## src/wdt_pkg.sv

```systemverilog
`default_nettype none
package wdt_pkg;
    // ************************************************************
    // register indices (byte address is four times the index)
    // ************************************************************
    localparam logic [7:0] IDX_ENABLE = 8'h37;
    localparam logic [7:0] IDX_ACTION = 8'h38;
    localparam logic [7:0] IDX_COUNT_LO = 8'h39;
    localparam logic [7:0] IDX_COUNT_MID = 8'h3a;
    localparam logic [7:0] IDX_COUNT_HI = 8'h3b;
    localparam logic [7:0] IDX_STATUS = 8'h3c;
    localparam logic [7:0] IDX_INT_STATUS = 8'h3d;
    localparam logic [7:0] IDX_INT_MASK = 8'h3e;

    // ************************************************************
    // field positions, codes and reset values
    // ************************************************************
    localparam int ENABLE_BIT = 6;
    localparam int ACTION_LSB = 4;
    localparam int EXPIRED_BIT = 7;
    localparam int RESTART_BIT = 6;
    localparam int EVT_EXPIRE = 0;
    localparam int EVT_RESTART = 1;
    localparam int COUNT_W = 24;
    localparam int IRQ_W = 16;
    localparam logic [3:0] ACT_NONE = 4'h0;
    localparam logic [3:0] ACT_NMI = 4'hc;
    localparam logic [3:0] ACT_RESET = 4'hd;
    localparam logic [7:0] REG_RESET = 8'h00;
    localparam logic [COUNT_W-1:0] COUNT_RESET = 24'h00_0000;
    localparam logic [COUNT_W-1:0] COUNT_ONE = 24'h00_0001;

    // ************************************************************
    // timing
    // ************************************************************
    localparam int CLK_PERIOD_NS = 40;
    localparam int REF_HZ = 32768;
    localparam int MAX_TIMEOUT_S = 512;
    localparam int PULSE_NS = 1000;
    localparam int PULSE_CYCLES = (PULSE_NS + CLK_PERIOD_NS - 1) / CLK_PERIOD_NS;
    localparam int PULSE_W = 5;
endpackage : wdt_pkg
`default_nettype wire

```

## src/wdt_refsync.sv

```systemverilog
`default_nettype none
module wdt_refsync (
    input wire logic hclk,
    input wire logic hresetn,
    input wire logic ref_clk_pin,
    output logic ref_tick
);
    logic sync_a;
    logic sync_b;
    logic sync_c;
    logic next_tick;

    // ************************************************************
    // rising edge of the slow reference, seen in the bus clock
    // ************************************************************
    // only sync_b and sync_c are compared; sync_a feeds sync_b alone
    always_comb begin
        next_tick = sync_b & ~sync_c;
    end

    always_ff @(posedge hclk or negedge hresetn) begin
        if (!hresetn) begin
            sync_a <= 1'b0;
            sync_b <= 1'b0;
            sync_c <= 1'b0;
            ref_tick <= 1'b0;
        end else begin
            sync_a <= ref_clk_pin;
            sync_b <= sync_a;
            sync_c <= sync_b;
            ref_tick <= next_tick;
        end
    end
endmodule : wdt_refsync
`default_nettype wire

```

## src/wdt_core.sv

```systemverilog
`default_nettype none
module wdt_core
    import wdt_pkg::*;
(
    input wire logic hclk,
    input wire logic hresetn,
    input wire logic hsel,
    input wire logic [31:0] haddr,
    input wire logic [1:0] htrans,
    input wire logic hwrite,
    input wire logic [2:0] hsize,
    input wire logic [31:0] hwdata,
    input wire logic hready,
    output logic hreadyout,
    output logic hresp,
    output logic [31:0] hrdata,
    input wire logic ref_clk_pin,
    output logic sys_reset_req,
    output logic nmi_req,
    output logic [IRQ_W-1:0] irq_req,
    output logic irq
);
    typedef enum logic {WDT_BUS_ADDR, WDT_BUS_DATA} wdt_bus_t;

    // ************************************************************
    // helpers
    // ************************************************************
    // action code to irq line, one-hot by line number
    function automatic logic [IRQ_W-1:0] wdt_irq_line(input logic [3:0] code);
        logic [IRQ_W-1:0] line;
        line = 16'h0000;
        case (code)
            4'h1: line[3] = 1'b1;
            4'h2: line[4] = 1'b1;
            4'h3: line[5] = 1'b1;
            4'h4: line[6] = 1'b1;
            4'h5: line[7] = 1'b1;
            4'h6: line[9] = 1'b1;
            4'h7: line[10] = 1'b1;
            4'h8: line[11] = 1'b1;
            4'h9: line[12] = 1'b1;
            4'ha: line[14] = 1'b1;
            4'hb: line[15] = 1'b1;
            default: line = 16'h0000;
        endcase
        return line;
    endfunction : wdt_irq_line

    function automatic logic [7:0] wdt_index(input logic [31:0] addr);
        return addr[9:2];
    endfunction : wdt_index

    // ************************************************************
    // state
    // ************************************************************
    wdt_bus_t bus_state;
    wdt_bus_t next_bus_state;
    logic [7:0] bus_index;
    logic [7:0] next_bus_index;
    logic bus_write;
    logic next_bus_write;
    logic next_hreadyout;
    logic [31:0] next_hrdata;

    logic [7:0] enable_reg;
    logic [7:0] next_enable_reg;
    logic [7:0] action_reg;
    logic [7:0] next_action_reg;
    logic [COUNT_W-1:0] reload;
    logic [COUNT_W-1:0] next_reload;
    logic [COUNT_W-1:0] count;
    logic [COUNT_W-1:0] next_count;
    logic [7:0] status_reg;
    logic [7:0] next_status_reg;
    logic [7:0] int_status;
    logic [7:0] next_int_status;
    logic [7:0] int_mask;
    logic [7:0] next_int_mask;
    logic [3:0] fired_code;
    logic [3:0] next_fired_code;
    logic [PULSE_W-1:0] pulse_cnt;
    logic [PULSE_W-1:0] next_pulse_cnt;
    logic next_sys_reset_req;
    logic next_nmi_req;
    logic [IRQ_W-1:0] next_irq_req;
    logic next_irq;

    logic ref_tick;
    logic wr_strobe;
    logic rd_strobe;
    logic restart;
    logic expire;
    logic [7:0] wbyte;

    // ************************************************************
    // reference clock synchroniser
    // ************************************************************
    wdt_refsync wdt_refsync_i (
        .hclk(hclk),
        .hresetn(hresetn),
        .ref_clk_pin(ref_clk_pin),
        .ref_tick(ref_tick)
    );

    // ************************************************************
    // ahb-lite slave: one wait state on every transfer
    // ************************************************************
    // the wait state lets a read straight after a write see the new value
    always_comb begin
        next_bus_state = bus_state;
        next_bus_index = bus_index;
        next_bus_write = bus_write;
        next_hreadyout = 1'b1;
        next_hrdata = hrdata;
        rd_strobe = 1'b0;
        wr_strobe = 1'b0;
        case (bus_state)
            WDT_BUS_ADDR: begin
                if (hsel && htrans[1] && hready) begin
                    next_bus_index = wdt_index(haddr);
                    next_bus_write = hwrite;
                    next_hreadyout = 1'b0;
                    next_bus_state = WDT_BUS_DATA;
                end
            end
            WDT_BUS_DATA: begin
                wr_strobe = bus_write;
                rd_strobe = ~bus_write;
                next_bus_state = WDT_BUS_ADDR;
                if (!bus_write) begin
                    next_hrdata = 32'h0000_0000; // unmapped reads as zero
                    case (bus_index)
                        IDX_ENABLE: next_hrdata[7:0] = enable_reg;
                        IDX_ACTION: next_hrdata[7:0] = action_reg;
                        IDX_COUNT_LO: next_hrdata[7:0] = count[7:0];
                        IDX_COUNT_MID: next_hrdata[7:0] = count[15:8];
                        IDX_COUNT_HI: next_hrdata[7:0] = count[23:16];
                        IDX_STATUS: next_hrdata[7:0] = status_reg;
                        IDX_INT_STATUS: next_hrdata[7:0] = int_status;
                        IDX_INT_MASK: next_hrdata[7:0] = int_mask;
                        default: next_hrdata = 32'h0000_0000;
                    endcase
                end
            end
            default: next_bus_state = WDT_BUS_ADDR;
        endcase
    end

    always_ff @(posedge hclk or negedge hresetn) begin
        if (!hresetn) begin
            bus_state <= WDT_BUS_ADDR;
            bus_index <= REG_RESET;
            bus_write <= 1'b0;
            hreadyout <= 1'b1;
            hresp <= 1'b0;
            hrdata <= 32'h0000_0000;
        end else begin
            bus_state <= next_bus_state;
            bus_index <= next_bus_index;
            bus_write <= next_bus_write;
            hreadyout <= next_hreadyout;
            hresp <= 1'b0; // always okay
            hrdata <= next_hrdata;
        end
    end

    // ************************************************************
    // registers, counter and expiry
    // ************************************************************
    assign wbyte = hwdata[7:0];
    assign restart = wr_strobe && (bus_index == IDX_STATUS) && wbyte[RESTART_BIT];
    assign expire = enable_reg[ENABLE_BIT] && ref_tick && (count <= COUNT_ONE) && !restart;

    always_comb begin
        next_enable_reg = enable_reg;
        next_action_reg = action_reg;
        next_reload = reload;
        next_count = count;
        next_status_reg = status_reg;
        next_fired_code = fired_code;
        next_pulse_cnt = pulse_cnt;
        if (wr_strobe) begin
            case (bus_index)
                IDX_ENABLE: begin
                    next_enable_reg = wbyte;
                    if (wbyte[ENABLE_BIT] && !enable_reg[ENABLE_BIT]) begin
                        next_count = reload;
                    end
                end
                IDX_ACTION: next_action_reg = wbyte;
                IDX_COUNT_LO: begin
                    next_reload[7:0] = wbyte;
                    next_count[7:0] = wbyte;
                end
                IDX_COUNT_MID: begin
                    next_reload[15:8] = wbyte;
                    next_count[15:8] = wbyte;
                end
                IDX_COUNT_HI: begin
                    next_reload[23:16] = wbyte;
                    next_count[23:16] = wbyte;
                end
                IDX_STATUS: begin
                    // bit 7 is read-only; writing zero to bit 6 does nothing
                    next_status_reg[5:0] = wbyte[5:0];
                    if (wbyte[RESTART_BIT]) begin
                        next_count = reload;
                    end
                end
                default: next_status_reg = next_status_reg;
            endcase
        end
        if (restart) begin
            next_status_reg[EXPIRED_BIT] = 1'b0;
        end
        // one decrement per reference period; full range is 512 s
        if (expire) begin
            next_count = reload;
            next_status_reg[EXPIRED_BIT] = 1'b1;
            next_fired_code = action_reg[7:ACTION_LSB];
            next_pulse_cnt = PULSE_W'(PULSE_CYCLES);
        end else if (enable_reg[ENABLE_BIT] && ref_tick && !restart) begin
            next_count = count - COUNT_ONE;
        end
        if (!expire && pulse_cnt != '0) begin
            next_pulse_cnt = pulse_cnt - PULSE_W'(1);
        end
    end

    always_ff @(posedge hclk or negedge hresetn) begin
        if (!hresetn) begin
            enable_reg <= REG_RESET;
            action_reg <= REG_RESET;
            reload <= COUNT_RESET;
            count <= COUNT_RESET;
            status_reg <= REG_RESET;
            fired_code <= ACT_NONE;
            pulse_cnt <= '0;
        end else begin
            enable_reg <= next_enable_reg;
            action_reg <= next_action_reg;
            reload <= next_reload;
            count <= next_count;
            status_reg <= next_status_reg;
            fired_code <= next_fired_code;
            pulse_cnt <= next_pulse_cnt;
        end
    end

    // ************************************************************
    // expiry outputs: a fixed-width pulse on the chosen line only
    // ************************************************************
    // a pulse, not a level, so a periodic irq gives one edge per interval
    always_comb begin
        next_sys_reset_req = (pulse_cnt != '0) && (fired_code == ACT_RESET);
        next_nmi_req = (pulse_cnt != '0) && (fired_code == ACT_NMI);
        next_irq_req = (pulse_cnt != '0) ? wdt_irq_line(fired_code) : 16'h0000;
    end

    always_ff @(posedge hclk or negedge hresetn) begin
        if (!hresetn) begin
            sys_reset_req <= 1'b0;
            nmi_req <= 1'b0;
            irq_req <= 16'h0000;
        end else begin
            sys_reset_req <= next_sys_reset_req;
            nmi_req <= next_nmi_req;
            irq_req <= next_irq_req;
        end
    end

    // ************************************************************
    // interrupt status and mask
    // ************************************************************
    // a new event in the clearing read's cycle survives the clear
    always_comb begin
        next_int_status = int_status;
        next_int_mask = int_mask;
        if (rd_strobe && bus_index == IDX_INT_STATUS) begin
            next_int_status = 8'h00;
        end
        if (wr_strobe && bus_index == IDX_INT_MASK) begin
            next_int_mask = wbyte;
        end
        if (expire) begin
            next_int_status[EVT_EXPIRE] = 1'b1;
        end
        if (restart) begin
            next_int_status[EVT_RESTART] = 1'b1;
        end
        next_irq = |(next_int_status & next_int_mask);
    end

    always_ff @(posedge hclk or negedge hresetn) begin
        if (!hresetn) begin
            int_status <= REG_RESET;
            int_mask <= REG_RESET;
            irq <= 1'b0;
        end else begin
            int_status <= next_int_status;
            int_mask <= next_int_mask;
            irq <= next_irq;
        end
    end

    // hsize is accepted but unused: every access acts on the low byte
    logic unused_hsize;
    assign unused_hsize = ^hsize;
endmodule : wdt_core
`default_nettype wire

```

## config.mk

```make
export PLATFORM = sky130hd
export DESIGN_NAME = wdt_core
export DESIGN_NICKNAME = d
export VERILOG_FILES = /design/src/wdt_pkg.sv /design/src/wdt_refsync.sv /design/src/wdt_core.sv
export SDC_FILE = /design/constraint.sdc
export NUM_CORES = 1
export LEC_CHECK = 0
export BUFFER_PORTS_ARGS = -buffer_cell sky130_fd_sc_hd__buf_2
export CAP_MARGIN = 20
export CELL_PAD_IN_SITES_DETAIL_PLACEMENT = 1
export CELL_PAD_IN_SITES_GLOBAL_PLACEMENT = 1
export CORE_ASPECT_RATIO = 1.5
export CORE_MARGIN = 2
export CORE_UTILIZATION = 30
export CTS_CLUSTER_SIZE = 8
export DETAILED_ROUTE_END_ITERATION = 8
export HOLD_SLACK_MARGIN = 0.12
export PLACE_DENSITY_LB_ADDON = 0.1
export SYNTH_ARGS = -nofsm -noshare
export SYNTH_HDL_FRONTEND = slang
export SYNTH_HIERARCHICAL = 1
export SYNTH_SLANG_ARGS = --single-unit
```

## constraint.sdc

```tcl
create_clock -name hclk -period 8.3 [get_ports hclk]
set_input_delay 2.075 -clock hclk [delete_from_list [all_inputs] [get_ports hclk]]
set_output_delay 2.075 -clock hclk [all_outputs]
set_load 0.01 [all_outputs]
```

==> results of run 1 <==
==> logic make-up (layout without fill, tap and decap cells) <==
| kind of cell | Yosys count | count (layout) | share of synthesized area |
|---|---|---|---|
| AND/OR/NAND/NOR | 260 | 260 | 0.184 |
| AO/OA/AOI/OAI | 146 | 146 | 0.142 |
| flip-flops | 133 | 133 | 0.465 |
| buffers and inverters | 83 | 103 | 0.0638 |
| multiplexers | 81 | 81 | 0.125 |
| XOR/XNOR | 12 | 12 | 0.0147 |
| adder cells (fa/ha/maj) | 3 | 3 | 0.00524 |
| other | 1 | 30 | 0.000524 |
==> power by group <==
group	internal (mW)	leakage [nW]	switching, mW
combinational	0.0705	1.58	0.132
clock	0.471	0.275	0.303
sequential	0.678	1.73	0.0337
==> stage by stage <==
stage | util | hold WS (ps) | setup slack, ps | instance area [um^2] | instances
floorplan | - | 331 | 4600 | 7270 | 748
global placement | 0.322 | 333 | 3490 | 7590 | 1054
detailed placement | 0.322 | 336 | 3450 | 7590 | 1054
CTS | 0.347 | 350 | 3910 | 8180 | 1085
global route | 0.348 | 366 | 3690 | 8210 | 1087
finish | 0.348 | 346 | 3940 | 8210 | 1087
==> per-layer routing <==
| metal | vias to the layer above | routed length, um | GRT usage |
|---|---|---|---|
| met5 | - | 0 | 0 |
| met4 | 0 | 784 | 0.0840 |
| li1 | 2613 | - | - |
| met3 | 42 | 910 | 0.0313 |
| met2 | 145 | 13500 | 0.372 |
| met1 | 2979 | 9510 | 0.239 |
==> worst max-delay path, cell delays in order <==
cell and delay, ps:
buf_2 240, nand4_1 340, nand2_1 570, a311oi_4 850, o21ai_0 380, o21ai_0 230
==> path summary, 6_finish.rpt <==
path	startpoint	endpoint	slack, ps	cells after the start
worst max-delay path	hwdata[6]	count[13]	3940	6
worst min-delay path	wdt_refsync_i/sync_a	wdt_refsync_i/sync_b	350	0
worst max register to register	count[12]	count[13]	4790	6
worst min register to register	wdt_refsync_i/sync_a	wdt_refsync_i/sync_b	350	0
max in group asynchronous	hresetn	int_mask[5]	5630	3
min in group asynchronous	hresetn	count[19]	1620	1
==> synthesized netlist by cell type (5+ instances only) <==
library cell and instances:
mux2i_1 12, and3_1 5, a31oi_1 7, clkbuf_1 32
o21ai_0 37, nor2_1 46, and2_1 11, a22o_1 9
xnor2_1 8, nor3_1 25, nand4_1 6, a22oi_1 14
nor4_1 11, nand3_1 16, a21oi_1 25, or3_1 10
dfrtp_1 132, nand2b_1 7, nor2b_1 5, o211ai_1 10
mux2_2 69, inv_1 11, nand2_1 89, buf_4 30
==> cell usage in the layout (no fill, tap or decap), drive strengths merged, types with 11 or more instances in the layout <==
cell and instances:
a21oi 25, a22oi 14, and2 11, buf 60
clkbuf 19, conb 30, dfrtp 132, inv 12
mux2 69, mux2i 12, nand2 89, nand3 16
nor2 47, nor3 26, nor4 13, o211ai 11
o21ai 37, or3 11
==> area by class of cell <==
| type | instances | share of cell area |
|---|---|---|
| Clock buffer | 19 | 0.0527 |
| Clock inverter | 12 | 0.0190 |
| Inverter | 12 | 0.00548 |
| Multi-Input combinational cell | 532 | 0.424 |
| Sequential cell | 133 | 0.405 |
| Tap cell | 319 | 0.0486 |
| Timing Repair Buffer | 60 | 0.0443 |
==> results.md, run 1 <==
- Outcome: finished clean
- Multi-input logic area: 3490 um^2
- Router iterations before antenna repair: 4
- Yosys Warn Count: 6
- F_max: 230 MHz
- Slew Limit Fails: 0
- Power per cell area: 205 nW/um^2
- Final nets: 834
- Top Registers: count x24, reload x24, irq_req x11
- Total power: 1.69 mW
- Largest net degree at the start of global routing: 78
- Slew margin rel.: 0.319
- Top_reg_cell synth: dfrtp_1
- Flip-flop and latch area: 3330 um^2
- Worst Path Arrival: 4700 ps
- Worst vdd ir: 0.136 mV
- Max-Cap Viols: 0
- Fill count: 2,712
- # DRC: 0
- Hold Violations, Final: 0
- Die area: 25,200 um^2
- Yosys cell types: 70
- Die Span Y: 193 um
- Number of port buffers: 45
- Area leader, netlist: dfrtp_1
- Via/cell ratio: 5.32
- Clock buffer depth: 2
- Crit Path Max Fanout: 18
- Mean post-synth cell area: 9.96 um^2
- Ys async rst share: 1.00
- Clk sinks: 133
- Type of the worst min-delay path: flop to flop
- Post-synth EDFFs: 0
- Max Clock Skew: 8.12 ps
- Share of the synthesized area in the top cell type: 0.461
- TNS Setup: 0 ps
- CTS tree: built
- Core ar.: 23,600 um^2
- Number of global-route vias before repair: 6,152
- Via Count: 5,779
- Layout area overhead: 14.7%
- Area contributors post-synth: dfrtp_1 46%, mux2_2 11%, nand2_1 4.7%
- CP Class: input pin to flop
- Chip Width: 130 um
- Share of layout cells above drive strength 1: 0.227
- Final setup viols: 0
- H-tree levels: 4
- RSZ-0062 raised after global routing: false
- Final Wtd Congestion: 0.882
- Avg WL per Cell: 22.7 um
- Tcrit/Tclk final: 0.525
- ANT cells: 0
- Initial Utilization: 0.304
- Initial antenna violation count: 0
- Worst setup EP type: flop
- Clock Latency Late Sink: 430 ps
- Crit path time final: 4360 ps
- First-pass GRT wire length: 38,200 um
- Post-synthesis cell count: 719
- Post-cts sizing count: 0
- DR iter-0 viols: 270
- # hold bufs at CTS: 0
- CTS Buf Count: 17
- Overall Global Routing Usage: 0.206
- Hpwl dp: 17,800 um
- Grt total ovfl: 0
- Pleak: 3.59 nW
- Post-CTS setup buffer count: 0
- Number of core rows: 69
- Routed WL: 24,700 um
- Clock Pin Slew Worst Setup and Hold Paths: 60 ps
- Worst slew pin tran: 1020 ps
- FF+latch count, synth: 133
- Seq/Total Area, Yosys: 0.465
- Critical Path RT: 8650 ps
- Post-Syn Area: 7160 um^2
- I/O Pins: 128
- Root buffer cell: clkbuf_16
- CP startpoint kind: input pin
- ANT nets after route: 0
Power figures use the tool's default switching activity.
==> inputs of run 2 (changes only) <==
--- a/config.mk
+++ b/config.mk
@@ -5,6 +5,7 @@
 export SDC_FILE = /design/constraint.sdc
 export NUM_CORES = 1
 export LEC_CHECK = 0
+export ABC_AREA = 1
 export BUFFER_PORTS_ARGS = -buffer_cell sky130_fd_sc_hd__buf_2
 export CAP_MARGIN = 20
 export CELL_PAD_IN_SITES_DETAIL_PLACEMENT = 1
==> constraint.sdc (replaced) <==
create_clock -name hclk -period 3.9 [get_ports hclk]
set_input_delay 0.975 -clock hclk [delete_from_list [all_inputs] [get_ports hclk]]
set_output_delay 0.975 -clock hclk [all_outputs]
set_load 0.01 [all_outputs]
==> run 2 against run 1 <==
Compared with the run above: design area increased by 3.8%; critical endpoint is now count[9]; clock power grew 100%; via count is 18% higher; non-clock buffer count did not move; count of clock-buffer cells in the layout fell by 1; worst setup slack got worse by 2700 ps; sequential share of layout area is 1.5 points lower; register-to-register slack got worse by 3500 ps; synthesized area rose by 3.9%; final cell count grew 33%.
==> results.md, run 2 <==
- Fill count: 3,143
- First-pass GRT wire length: 40,300 um
- Via Count: 6,827
- Number of port buffers: 45
- Max Clock Skew: 9.16 ps
- RSZ-0062 raised after global routing: false
- H-tree levels: 4
- Type of the worst min-delay path: flop to flop
- Yosys Warn Count: 6
- ANT nets after route: 0
- Slew Limit Fails: 0
- Commonest non-fill, non-tap cells in the layout: 438 x nand2_1, 132 x dfrtp_1, 100 x inv_1
- Die Span Y: 197 um
- Switch share: 0.331
- Final nets: 1,187
- Die area: 26,100 um^2
- Chip Width: 133 um
- Clock Latency Late Sink: 430 ps
- Clock buffer depth: 2
- Crit path time final: 2630 ps
- Post-route worst setup slack: 1270 ps
- Routed WL: 25,300 um
- CTS Buf Count: 17
- Router iterations before antenna repair: 6
- Outcome: finished clean
- Area leader, netlist: dfrtp_1
- Root buffer cell: clkbuf_16
- Cell Int Power: 2.61 mW
- Count leader, synth: nand2_1
- Final setup viols: 0
- Part of the power in registers: 0.421
- Max-Cap Viols: 0
- Post-synth EDFFs: 0
- Tcrit/Tclk final: 0.675
- Clk sinks: 133
- Hpwl dp: 18,500 um
- Power per cell area: 458 nW/um^2
- FF+latch count, synth: 133
- Top Registers: count x24, reload x24, irq_req x11
- Worst vdd ir: 0.299 mV
- Post-synthesis cell count: 1,057
- Initial Utilization: 0.306
- Mean post-synth cell area: 7.04 um^2
- Combinational share of power: 0.176
- Pre-CTS setup slack: 1230 ps
- Clock Pin Slew Worst Setup and Hold Paths: 60 ps
- Clock power share: 0.403
- Sw power: 1.29 mW
- Share of layout cells above drive strength 1: 0.115
- Top_reg_cell synth: dfrtp_1
- Layout area overhead: 14.6%
- Post-synth top cells: 438 x nand2_1, 132 x dfrtp_1, 100 x inv_1
- Number of core rows: 70
- Ys async rst share: 1.00
- Largest net degree at the start of global routing: 58
- Post-cts sizing count: 0
- # DRC: 0
- Final Wtd Congestion: 0.816
- Post-Syn Area: 7440 um^2
- Avg WL per Cell: 17.5 um
- I/O Pins: 128
- Initial antenna violation count: 0
- F_max: 380 MHz
- Share of the synthesized area in the top cell type: 0.444
- Number of global-route vias before repair: 7,023
- Most common cell after layout, fill and taps aside: nand2_1
- CP Class: flop to flop
- Worst slew pin tran: 648 ps
- Grt total ovfl: 0
- Core ar.: 24,300 um^2
- Via/cell ratio: 4.72
- Seq/Total Area, Yosys: 0.447
- Yosys cell types: 35
- ANT cells: 0
- CTS tree: built
- # hold bufs at CTS: 0
- Area contributors post-synth: dfrtp_1 44%, nand2_1 22%, o21ai_0 6.3%
- Crit Path Max Fanout: 7
- Pleak: 4.74 nW
- Worst Path Arrival: 3000 ps
- DR iter-0 viols: 289
- Hold Violations, Final: 0
- Post-CTS setup buffer count: 0
- Worst setup EP type: flop
- CP startpoint kind: flop
- Critical Path RT: 4270 ps
- Slew margin rel.: 0.566
- Overall Global Routing Usage: 0.204
- TNS Setup: 0 ps
run 2: cell count changes after synthesis, moves of 53 or more:
cell / change
inv_1: +89
nand3_1: +53
o21ai_0: +56
nand2_1: +349
mux2_2: -69
run 2: power groups by stage:
stage	Combinational [mW]	Sequential, mW	Clock, mW
after floorplan	0.491	1.62	0
after global placement	0.685	1.67	0
after detailed placement	0.696	1.67	0
after CTS	0.701	1.64	1.62
after global routing	0.792	1.66	1.67
final	0.688	1.64	1.57
run 2: layout make-up:
type,count,area [um^2],area share
sequential,133,3330,0.390
inverter,105,394,0.0462
tap,324,405,0.0475
timing repair buffer,60,357,0.0418
clock inverter,14,124,0.0145
multi-input combinational,792,3480,0.408
clock buffer,18,439,0.0515
run 2: per-layer routing:
metal / GRT usage / up-vias / share of wire
li1: - / 3372 / -
met3: 0.0280 / 28 / 0.025
met1: 0.238 / 3316 / 0.42
met5: 0 / - / 0
met2: 0.377 / 111 / 0.53
met4: 0.0749 / 0 / 0.027
run 2: metrics by stage:
stage	instances	hold slack (ps)	instance area [um^2]	util	power [mW]
after floorplan	1086	331	7550	-	2.11
after global placement	1414	333	7970	0.327	2.35
after detailed placement	1414	336	7970	0.327	2.36
after CTS	1446	351	8530	0.350	3.96
after global routing	1446	356	8530	0.350	4.12
final	1446	349	8530	0.350	3.90
run 2: worst paths after layout:
kind | cells past startpoint | end | slack [ps] | start
max | 12 | count[9] | 1270 | count[0]
min | 0 | wdt_refsync_i/sync_b | 350 | wdt_refsync_i/sync_a
max reg2reg | 12 | count[9] | 1270 | count[0]
min reg2reg | 0 | wdt_refsync_i/sync_b | 350 | wdt_refsync_i/sync_a
max in group asynchronous | 2 | hreadyout | 2540 | hresetn
min in group asynchronous | 1 | irq_req[12] | 520 | hresetn
run 2: logic make-up after synthesis:
| group | count (synthesis) | share of synthesized area |
|---|---|---|
| AOI/OAI and AO/OA | 114 | 0.0805 |
| xor gates and xnor gates | 5 | 0.00588 |
| adders and majority gates | 3 | 0.00504 |
| buffers and inverters | 161 | 0.100 |
| DFF | 133 | 0.447 |
| other | 1 | 0.000504 |
| and+or+nand+nor | 640 | 0.361 |
run 2: worst max-delay path: stages, from the launching register on:
cell,delay [ps]
dfrtp_1,400
inv_1,140
ha_1,320
nand2_1,200
nor2_2,360
nand3_1,120
nand2_1,90
nand3_2,230
inv_1,390
nand2_1,100
nand2_1,80
nand2_1,50
nand2_1,80
